File: config.mk
export PLATFORM = sky130hd
export DESIGN_NAME = fcms_mode_select
export DESIGN_NICKNAME = d
export VERILOG_FILES = /design/src/fcms_clkgen_core.v /design/src/fcms_mode_select.v
export VERILOG_INCLUDE_DIRS = /design/src
export SDC_FILE = /design/constraint.sdc
export NUM_CORES = 1
export LEC_CHECK = 0
export BUFFER_PORTS_ARGS = -buffer_cell sky130_fd_sc_hd__buf_2
export CAP_MARGIN = 20
export CORE_MARGIN = 4
export CORE_UTILIZATION = 49
export CTS_CLUSTER_SIZE = 8
export DETAILED_ROUTE_END_ITERATION = 12
export PLACE_DENSITY = 0.73
export SLEW_MARGIN = 20
export SYNTH_ARGS = -nofsm -noshare
export SYNTH_HDL_FRONTEND = slang
export SYNTH_SLANG_ARGS = --single-unit
File: constraint.sdc
create_clock -name I_SYS_CLK -period 5 [get_ports I_SYS_CLK]
set_clock_uncertainty 0.2 [all_clocks]
set_input_delay 1 -clock I_SYS_CLK [delete_from_list [all_inputs] [get_ports I_SYS_CLK]]
set_output_delay 1 -clock I_SYS_CLK [all_outputs]
set_load 0.02 [all_outputs]
File: src/fcms_defines.vh
`ifndef FCMS_DEFINES_VH
`define FCMS_DEFINES_VH

// Register indices (printed offsets not multiples of four)
`define FCMS_IDX_FUNC_SEL      8'h12
`define FCMS_IDX_CLKGEN_DATA   8'h13
`define FCMS_IDX_STATUS        8'h14
`define FCMS_ADDR_FUNC_SEL     12'h048
`define FCMS_ADDR_CLKGEN_DATA  12'h04c
`define FCMS_ADDR_STATUS       12'h050

// Reset values
`define FCMS_FUNC_SEL_RST      4'h0
`define FCMS_CLKGEN_DATA_RST   8'h00

// Function select encodings (upper two bits)
`define FCMS_FN_CLKGEN         2'h0
`define FCMS_FN_FM_IF          2'h1
`define FCMS_FN_AM_IF          2'h2
`define FCMS_FN_EXT_GATE       2'h3

// Clock generator data register fields
`define FCMS_CGD_VALUE_HI      7
`define FCMS_CGD_VALUE_LO      2
`define FCMS_CGD_MODE_BIT      0

// Timing: base clock 18 kHz from 20 MHz system clock
`define FCMS_SYS_CLK_HZ        20000000
`define FCMS_BASE_CLK_HZ       18000
`define FCMS_BASE_DIV          (`FCMS_SYS_CLK_HZ / `FCMS_BASE_CLK_HZ)
// Last divider count before the base tick (divide by 1111)
`define FCMS_BASE_DIV_LAST     11'h456
`define FCMS_DUTY_PERIOD       7'h43
`define FCMS_VALUE_OFFSET      7'h02

`endif

File: src/fcms_clkgen_core.v
`include "fcms_defines.vh"

// Shared 7-bit counter: clock generator when selected, else six bits are the
// upper bits of the intermediate-frequency counter.
module fcms_clkgen_core
(
	input  wire       i_clk,
	input  wire       i_rst_b,
	input  wire       i_base_tick,
	input  wire       i_clkgen_active,
	input  wire       i_square_mode,
	input  wire [5:0] i_value,
	input  wire       i_if_carry,
	output reg  [5:0] o_count,
	output reg        o_wave
);

	reg  [6:0] cnt_r;
	wire [6:0] value_ext;
	wire [6:0] duty_limit;
	wire [6:0] sq_reload;

	assign value_ext  = {1'b0, i_value};
	assign duty_limit = value_ext + `FCMS_VALUE_OFFSET;
	// Reload for value plus two base ticks per half period
	assign sq_reload  = value_ext + `FCMS_VALUE_OFFSET - 7'h01;

	// One counter serves both functions so they can never run together
	always @(posedge i_clk or negedge i_rst_b)
	begin
		if (!i_rst_b)
		begin
			cnt_r   <= 7'h00;
			o_count <= 6'h00;
			o_wave  <= 1'b0;
		end
		else if (!i_clkgen_active)
		begin
			// IF counting mode: upper six bits count carries
			if (i_if_carry)
				cnt_r <= {1'b0, cnt_r[5:0] + 6'h01};
			o_wave  <= 1'b0;
			o_count <= cnt_r[5:0];
		end
		else if (i_base_tick)
		begin
			o_count <= cnt_r[5:0];
			if (i_square_mode)
			begin
				// Count down; each zero toggles a divide-by-two stage
				if (cnt_r == 7'h00)
				begin
					cnt_r  <= sq_reload;
					o_wave <= ~o_wave;
				end
				else
					cnt_r <= cnt_r - 7'h01;
			end
			else
			begin
				// 67-count period; high while limit exceeds count
				if (cnt_r >= `FCMS_DUTY_PERIOD - 7'h01)
					cnt_r <= 7'h00;
				else
					cnt_r <= cnt_r + 7'h01;
				o_wave <= (duty_limit > cnt_r);
			end
		end
	end

endmodule // fcms_clkgen_core

File: src/fcms_mode_select.v
// Contract
// - Upper two mode bits pick clock generator, FM, AM or external gate.
// - Lower two bits pick gate time or reference frequency.
// - Counter and clock generator never run together.
// - Generator counter is the upper six bits of the IF counter.
// - Generator data register holds mode and duty or frequency value.
// - An 18 kHz base clock drives the generator counter.
// - Duty mode high while value plus two exceeds count, 67 period.
// - Square mode toggles at each zero, reload value plus two (code reloads value plus one, so each half period is value plus two ticks).
//
// The implementer's own choice: the APB register port.
`include "fcms_defines.vh"

module fcms_mode_select
(
	input  wire        I_SYS_CLK,
	input  wire        I_RST_B,
	input  wire        I_CLK_STOP_RST,
	input  wire        I_CE_RST,
	input  wire        I_PSEL,
	input  wire        I_PENABLE,
	input  wire        I_PWRITE,
	input  wire [11:0] I_PADDR,
	input  wire [31:0] I_PWDATA,
	input  wire        I_PIN_ROUTE,
	input  wire        I_IF_CARRY,
	output reg  [31:0] O_PRDATA,
	output wire        O_PREADY,
	output wire        O_PSLVERR,
	output wire [1:0]  O_FUNCTION,
	output wire [1:0]  O_GATE_TIME,
	output wire        O_FM_IF,
	output wire        O_AM_IF,
	output wire        O_EXT_GATE,
	output wire        O_CLKGEN_ACTIVE,
	output reg         O_CLKGEN_PIN,
	output reg         O_CLKGEN_PIN_OE
);

	reg  [3:0]  func_sel_r;
	reg  [7:0]  clkgen_data_r;
	reg  [10:0] div_r;
	reg         base_tick_r;
	reg         stop_s1_r;
	reg         stop_s2_r;
	reg         ce_s1_r;
	reg         ce_s2_r;
	reg         route_s1_r;
	reg         route_s2_r;
	wire        wr_en;
	wire        rd_en;
	wire        clkgen_active;
	wire [5:0]  shared_count;
	wire        wave;

	// Decode a word-aligned register address
	function hit;
		input [11:0] addr;
		input [11:0] target;
		begin
			hit = (addr == target);
		end
	endfunction

	assign wr_en     = I_PSEL & I_PENABLE & I_PWRITE;
	assign rd_en     = I_PSEL & ~I_PWRITE;
	assign O_PREADY  = 1'b1;
	assign O_PSLVERR = 1'b0; // Unmapped reads zero, writes ignored

	// Synchronise external reset requests and the pin route control
	always @(posedge I_SYS_CLK or negedge I_RST_B)
	begin
		if (!I_RST_B)
		begin
			stop_s1_r  <= 1'b0;
			stop_s2_r  <= 1'b0;
			ce_s1_r    <= 1'b0;
			ce_s2_r    <= 1'b0;
			route_s1_r <= 1'b0;
			route_s2_r <= 1'b0;
		end
		else
		begin
			stop_s1_r  <= I_CLK_STOP_RST;
			stop_s2_r  <= stop_s1_r;
			ce_s1_r    <= I_CE_RST;
			ce_s2_r    <= ce_s1_r;
			route_s1_r <= I_PIN_ROUTE;
			route_s2_r <= route_s1_r;
		end
	end

	// Register writes; power-on and clock-stop clear, CE reset does not
	always @(posedge I_SYS_CLK or negedge I_RST_B)
	begin
		if (!I_RST_B)
		begin
			func_sel_r    <= `FCMS_FUNC_SEL_RST;
			clkgen_data_r <= `FCMS_CLKGEN_DATA_RST;
		end
		else if (stop_s2_r)
		begin
			func_sel_r    <= `FCMS_FUNC_SEL_RST;
			clkgen_data_r <= `FCMS_CLKGEN_DATA_RST;
		end
		else if (wr_en)
		begin
			// CE reset only blocks nothing here: contents retained
			if (hit(I_PADDR, `FCMS_ADDR_FUNC_SEL))
				func_sel_r <= I_PWDATA[3:0];
			if (hit(I_PADDR, `FCMS_ADDR_CLKGEN_DATA))
				clkgen_data_r <= I_PWDATA[7:0];
		end
	end

	// Read mux, taken in the setup cycle so data stands in access phase
	always @(posedge I_SYS_CLK or negedge I_RST_B)
	begin
		if (!I_RST_B)
			O_PRDATA <= 32'h00000000;
		else if (rd_en && !I_PENABLE)
		begin
			if (hit(I_PADDR, `FCMS_ADDR_FUNC_SEL))
				O_PRDATA <= {28'h0000000, func_sel_r};
			else if (hit(I_PADDR, `FCMS_ADDR_CLKGEN_DATA))
				O_PRDATA <= {24'h000000, clkgen_data_r};
			else if (hit(I_PADDR, `FCMS_ADDR_STATUS))
				O_PRDATA <= {22'h000000, ce_s2_r, wave, shared_count,
					clkgen_active, route_s2_r};
			else
				O_PRDATA <= 32'h00000000;
		end
	end

	// Divide the system clock to the 18 kHz base tick
	always @(posedge I_SYS_CLK or negedge I_RST_B)
	begin
		if (!I_RST_B)
		begin
			div_r       <= 11'h000;
			base_tick_r <= 1'b0;
		end
		else if (div_r == `FCMS_BASE_DIV_LAST)
		begin
			div_r       <= 11'h000;
			base_tick_r <= 1'b1;
		end
		else
		begin
			div_r       <= div_r + 11'h001;
			base_tick_r <= 1'b0;
		end
	end

	// Exactly one function active, chosen by the upper bits
	assign O_FUNCTION      = func_sel_r[3:2];
	assign O_GATE_TIME     = func_sel_r[1:0];
	assign clkgen_active   = (func_sel_r[3:2] == `FCMS_FN_CLKGEN);
	assign O_CLKGEN_ACTIVE = clkgen_active;
	assign O_FM_IF    = (func_sel_r[3:2] == `FCMS_FN_FM_IF);
	assign O_AM_IF    = (func_sel_r[3:2] == `FCMS_FN_AM_IF);
	assign O_EXT_GATE = (func_sel_r[3:2] == `FCMS_FN_EXT_GATE);

	fcms_clkgen_core u_core
	(
		.i_clk           (I_SYS_CLK),
		.i_rst_b         (I_RST_B),
		.i_base_tick     (base_tick_r),
		.i_clkgen_active (clkgen_active),
		.i_square_mode   (clkgen_data_r[`FCMS_CGD_MODE_BIT]),
		.i_value         (clkgen_data_r[`FCMS_CGD_VALUE_HI:`FCMS_CGD_VALUE_LO]),
		.i_if_carry      (I_IF_CARRY),
		.o_count         (shared_count),
		.o_wave          (wave)
	);

	// Drive the pin only when routed and generator selected
	always @(posedge I_SYS_CLK or negedge I_RST_B)
	begin
		if (!I_RST_B)
		begin
			O_CLKGEN_PIN    <= 1'b0;
			O_CLKGEN_PIN_OE <= 1'b0;
		end
		else
		begin
			O_CLKGEN_PIN_OE <= route_s2_r & clkgen_active;
			O_CLKGEN_PIN    <= wave & route_s2_r & clkgen_active;
		end
	end

endmodule // fcms_mode_select

======== After elaboration in Yosys (flattened, before gate mapping) ========
Index checks and enable logic that the tools add are counted.
word-level totals
  input bits .............................. 53
  logic and storage cells ................. 76
  flip-flop bits (word level) ............. 78
  output and inout port bits .............. 44
operators by class
  bitwise gates (word level) .............. 8
  equality and inequality tests ........... 9
  reduce and logical (&&, ||, !) cells .... 12
  $lt $le $gt $ge ......................... 2
  add/sub/neg operators ................... 6
  mux-type cells .......................... 23
operator list
  operator                 number
  $mux W7                  6
  $eq A12 B7 Y1 const B    3
  $mux W10                 3
  $mux W8                  3
  $sub A7 B1 Y7 const B    2
  $mux W4                  3
  $mux W6                  2
  $add A11 B1 Y11 const B  1
  $eq A11 B11 Y1 const B   1
  $mux W11                 1
  $reduce_and A2 Y1        4
  $reduce_bool A2 Y1       4
  $add A6 B2 Y7 const B    1
  $add A7 B1 Y7 const B    1
  $ge A7 B7 Y1 const B     1
  $gt A7 B7 Y1             1
  $logic_not A7 Y1         1
  $add A6 B1 Y6 const B    1
  $and A1 B1 Y1            6
  $mux W1                  5
  $eq A2 B2 Y1 const B     2
  $ne A3 B2 Y1 const B     1
  $eq A2 B1 Y1 const B     1
  $logic_not A2 Y1         1
  other kinds (4)          5

======== Depth between registers and ports, before layout ========
  depth in word-level cells ............... 6
  gate-level depth with buffers ........... 12
  depth with buffers taken out ............ 12

======== By module ========
From an unflattened synthesis, not the netlist that was laid out.
second synthesis, totals
  cell total of the unflattened synthesis .. 334
  area, all modules ....................... 3276.9 um^2
by module, submodules not included
  module            area each (um^2)  cells each  times used
  fcms_mode_select  2023.2            177         1
  fcms_clkgen_core  1253.7            157         1

======== Least setup slack after synthesis ========
OpenSTA, ideal clock, no wires.
  path kind ............................... register to register
  start point ............................. reg u_core.cnt_r[0]
  end point ............................... reg u_core.cnt_r[6]
  path buffers ............................ 0
  setup time .............................. 0.071 ns
  arrival time ............................ 2.675 ns
  cell stages (with the launch flop) ...... 12
  slack ................................... 2.054 ns
  cell sequence ........................... dfrtp_1 -> inv_1 -> ha_1 -> nor2b_1 -> nand2_2 -> a21oi_1 -> ha_1 -> or3b_4 -> nor4_4 -> a22oi_2 -> or4b_1 -> nand4_1
between the ends
  cells in the longest elaborated chain, start to end .. 5
  elaborated cells between the ends (all ways) .. 9
ends and longest elaborated chain
  item                                         RTL line                                      source
  start, declared                              fcms_clkgen_core.v:18                         reg [6:0] cnt_r;
  start signal, assigned                       fcms_clkgen_core.v:41                         cnt_r <= {1'b0, cnt_r[5:0] + 6'h01};
  start signal, assigned                       fcms_clkgen_core.v:53                         cnt_r <= sq_reload;
  start signal, assigned                       fcms_clkgen_core.v:57                         cnt_r <= cnt_r - 7'h01;
  $add A7 B1 Y7, or another cell as far along  fcms_clkgen_core.v:65                         cnt_r <= cnt_r + 7'h01;
  $mux W7 (on tied branches)                   fcms_clkgen_core.v:62, fcms_clkgen_core.v:51
  $mux W7 (*)                                  fcms_clkgen_core.v:48                         if (i_square_mode)
  $mux W7 (*)                                  fcms_clkgen_core.v:45                         else if (i_base_tick)
  $mux W7 (*)                                  fcms_clkgen_core.v:37                         else if (!i_clkgen_active)
Every way passes the cells marked *; elsewhere a longest branch is shown, timed or not. The select of a mux whose other input is x is not followed.
A chain may end at the register's enable or synchronous reset.

======== Worst setup path in the final report ========
Ends and elaborated chain as after synthesis.

==> metrics.md <==
| Metric | Value |
|---|---|
| Syn_area_per_cell | `9.580 um2` |
| Area of the mapped netlist | `0.003430 mm2` |
| Ys flop type | `dfrtp_1` |
| Syn Inst Count | `358` |
| Number of enable flip-flop cells after synthesis | `0` |
| Core region area | `0.006794 mm2` |
| Met2 WL | `3.486 mm` |
| Vias | `2683` |
| Reg2reg path depth | `11` |
| Die area | `0.008402 mm2` |
| Max_slew headroom | `0.5426` |
| Antenna-violating nets left | `0` |
| P_leak | `0.001741 uW` |
| Critical Path Most Common Cell | `ha_1` |
| GP Congestion | `0.8718` |
| Share of layout cells above drive strength 1 | `0.1784` |
| Critical path, cell by cell | `inv_1, ha_1, nor2b_1, nand2_2, a21oi_1, ha_1, or3b_4, nor4_4, a22oi_2, or4b_1, nand4_1` |
| Largest area contributor in the netlist | `dfrtp_1` |
| Post-CTS sizing | `0` |
| Worst-Margin Slew | `0.6862 ns` |
| Fin. Hold Viols | `0` |
| Sw Ratio | `0.2507` |
| Hold WS | `0.1585 ns` |
| Area of the multi-input gates | `0.001808 mm2` |
| Routed WL | `7.587 mm` |
| Vias in the first global route | `2617` |
| Rows | `30` |
| CTS Buf Count | `5` |
| Buf+Inv Stages, Crit Path | `1` |
| # fillers | `611` |
| Synth area leaders | `dfrtp_1, buf_4, ha_1` |
| Internal | `567.8 uW` |
| CP delay by family, top | `simple AND/OR/NAND/NOR gates` |
| Max VDD drop | `0.1595 mV` |
| Initial antenna violation count | `0` |
| Initial DRC count | `123` |
| Via-to-Cell Ratio | `5.431` |
| Starting Density | `0.5048` |
| Async SR Flop Fraction | `1.000` |
| Met3 Routed Length | `458 um` |
| Startpoint Class | `flip-flop` |
| Hold Crit Depth | `0` |
| Pwr dens | `203.5 mW/mm2` |
| DRC viols | `0` |
| Die Ht | `91.66 um` |
| CTS clk-pin slew, worst paths | `0.10 ns` |
| Storage element area | `0.001401 mm2` |
| Yosys cell types | `64` |
| Max Clk Rate | `291.7 MHz` |
| Setup-failing EPs final | `0` |
| WL met1 | `3.558 mm` |
| Seq pwr share | `0.604` |
| Clock share of power | `0.332` |
| Net switching power figure | `189.9 uW` |
| Port buffer count | `48` |
| Setup TNS | `0 ns` |
| IO Pins | `97` |
| Synthesis-stage register bit count | `56` |
| Period utilization | `0.6858` |
| GRT Total Usage | `0.1913` |
| CTS tree | `yes` |
| Routed len/inst | `15.36 um` |
| Min Tclk post-route | `3.429 ns` |
| Worst path required time | `5.05 ns` |
| Hold-fix buffer count after cts | `0` |
| Gr ovfl total | `0` |
| Critical path depth in cells | `11` |
| Post-CTS setup buffer count | `0` |
| Slowest library cell on the worst path | `dfrtp_1` |
| Die Wd | `91.66 um` |
| Logic gate share of total power | `0.064` |
| Crit Path Max Fanout | `7` |
| Total number of H-tree levels | `2` |
| First-pass GRT wire length | `13.06 mm` |
| Nets | `464` |
| Maxcap violations | `0` |
| Area Overhead vs Synth | `8.573%` |
| Clock sink count | `56` |
| Yosys warning count | `0` |
| Clk buf depth | `2` |
| RSZ-0062 raised after global routing | `no` |
| Critical Path AT | `3.48 ns` |
| # diodes | `0` |
| Worst-Skew Late Latency | `0.31 ns` |
| DP Wirelength | `5.824 mm` |
| Sequential area share after synthesis | `0.4086` |
| Largest net degree at the start of global routing | `57` |
| First-pass DRT Iterations | `4` |
| Kind of critical path | `reg2reg` |
| Slew Limit Fails | `0` |
| Post-synth top area share | `0.4086` |
| Root buf cell | `clkbuf_8` |
| Critical path's largest stage delay | `0.50 ns` |
| CP Capture Type | `flip-flop` |
| Highest Signal Layer | `met4` |
| Status | `complete, no violations` |
| HP Class | `reg2reg` |
==> sequential cells by signal, indices dropped and copies added (netlist names), 4 cells and up <==
signal          count
u_core.o_count      6
clkgen_data_r       8
div_r              11
O_PRDATA           10
func_sel_r          4
u_core.cnt_r        7
==> Yosys cell counts (2+ instances only) <==
library cell	number
a21oi_1	13
o21a_1	3
inv_1	14
o21ai_1	13
xor2_1	10
buf_4	25
conb_1	2
dfrtp_1	56
mux2i_1	13
nor2_1	32
o21ai_0	14
a211oi_1	3
a22oi_1	11
nor3b_1	2
a31oi_1	2
and3_1	7
nand2_1	23
or3_1	2
xnor2_1	5
nand4_1	3
nand3_1	15
nor4_4	4
buf_2	3
ha_1	14
o31ai_1	4
o211ai_1	2
nor2b_1	4
nor3_1	8
clkbuf_1	11
o22ai_1	2
or4b_1	2
a221oi_1	2
and2_1	3
==> per-stage QoR <==
stage                     instances  instance area [um2]  worst slack [ns]    util  power, uW
after floorplan                 380                 3512             2.054       -      505.7
after global routing            494                 3724             1.381  0.5481      792.5
final                           494                 3724             1.571  0.5481      757.8
after detailed placement        486                 3632             1.597  0.5346      515.8
after CTS                       494                 3719             1.575  0.5473      764.5
after global placement          486                 3632             1.664  0.5346      514.9
==> routing by layer <==
metal,GRT usage,vias up
met1,0.2731,1273
met2,0.2952,89
li1,-,1312
met5,0,-
met4,0.05528,0
met3,0.03692,9
==> cells by family after synthesis <==
family,after synthesis,share of synthesized area
multiplexers,13,0.03794
flip-flops,56,0.4086
buffers and inverters,54,0.08975
XOR/XNOR,15,0.03831
adder cells (fa/ha/maj),14,0.05108
AO/OA/AOI/OAI,83,0.1583
other,2,0.002190
AND/OR/NAND/NOR,121,0.2138
==> power by group through the flow <==
stage / registers (uW) / clock network, uW / logic, uW
floorplan: 466 / 0 / 39.5
global placement: 467 / 0 / 48.0
detailed placement: 467 / 0 / 48.9
CTS: 458 / 258 / 48.8
global route: 459 / 280 / 53.7
finish: 458 / 251 / 48.3
==> layout by cell type, fill, tap and decap left out, drive strengths merged, types with 3 or more instances in the layout <==
cell	instances
nor2b	4
nand3	15
clkbuf	6
nor2	32
inv	15
a21oi	13
nor3	9
nor4	5
conb	24
dfrtp	56
mux2i	13
o21ai	27
and3	7
ha	14
nand4	3
xor2	10
a211oi	3
and2	4
nand2	24
buf	50
a22oi	12
o21a	3
o31ai	4
xnor2	5
==> path summary, 6_finish.rpt <==
check | endpoint | start | slack (ns)
max | u_core.cnt_r[6] | u_core.cnt_r[0] | 1.57
min | ce_s2_r | ce_s1_r | 0.16
max reg2reg | u_core.cnt_r[6] | u_core.cnt_r[0] | 1.57
min reg2reg | ce_s2_r | ce_s1_r | 0.16
max in group asynchronous | clkgen_data_r[6] | I_RST_B | 3.54
min in group asynchronous | div_r[3] | I_RST_B | 0.60
==> layout make-up <==
type | instances | area share
inverter | 14 | 0.01411
multi-input combinational | 270 | 0.4856
sequential | 56 | 0.3763
clock buffer | 6 | 0.01949
timing repair buffer | 50 | 0.06855
tap | 96 | 0.03226
clock inverter | 2 | 0.003696
No activity file was read; power rests on OpenSTA's default activity.
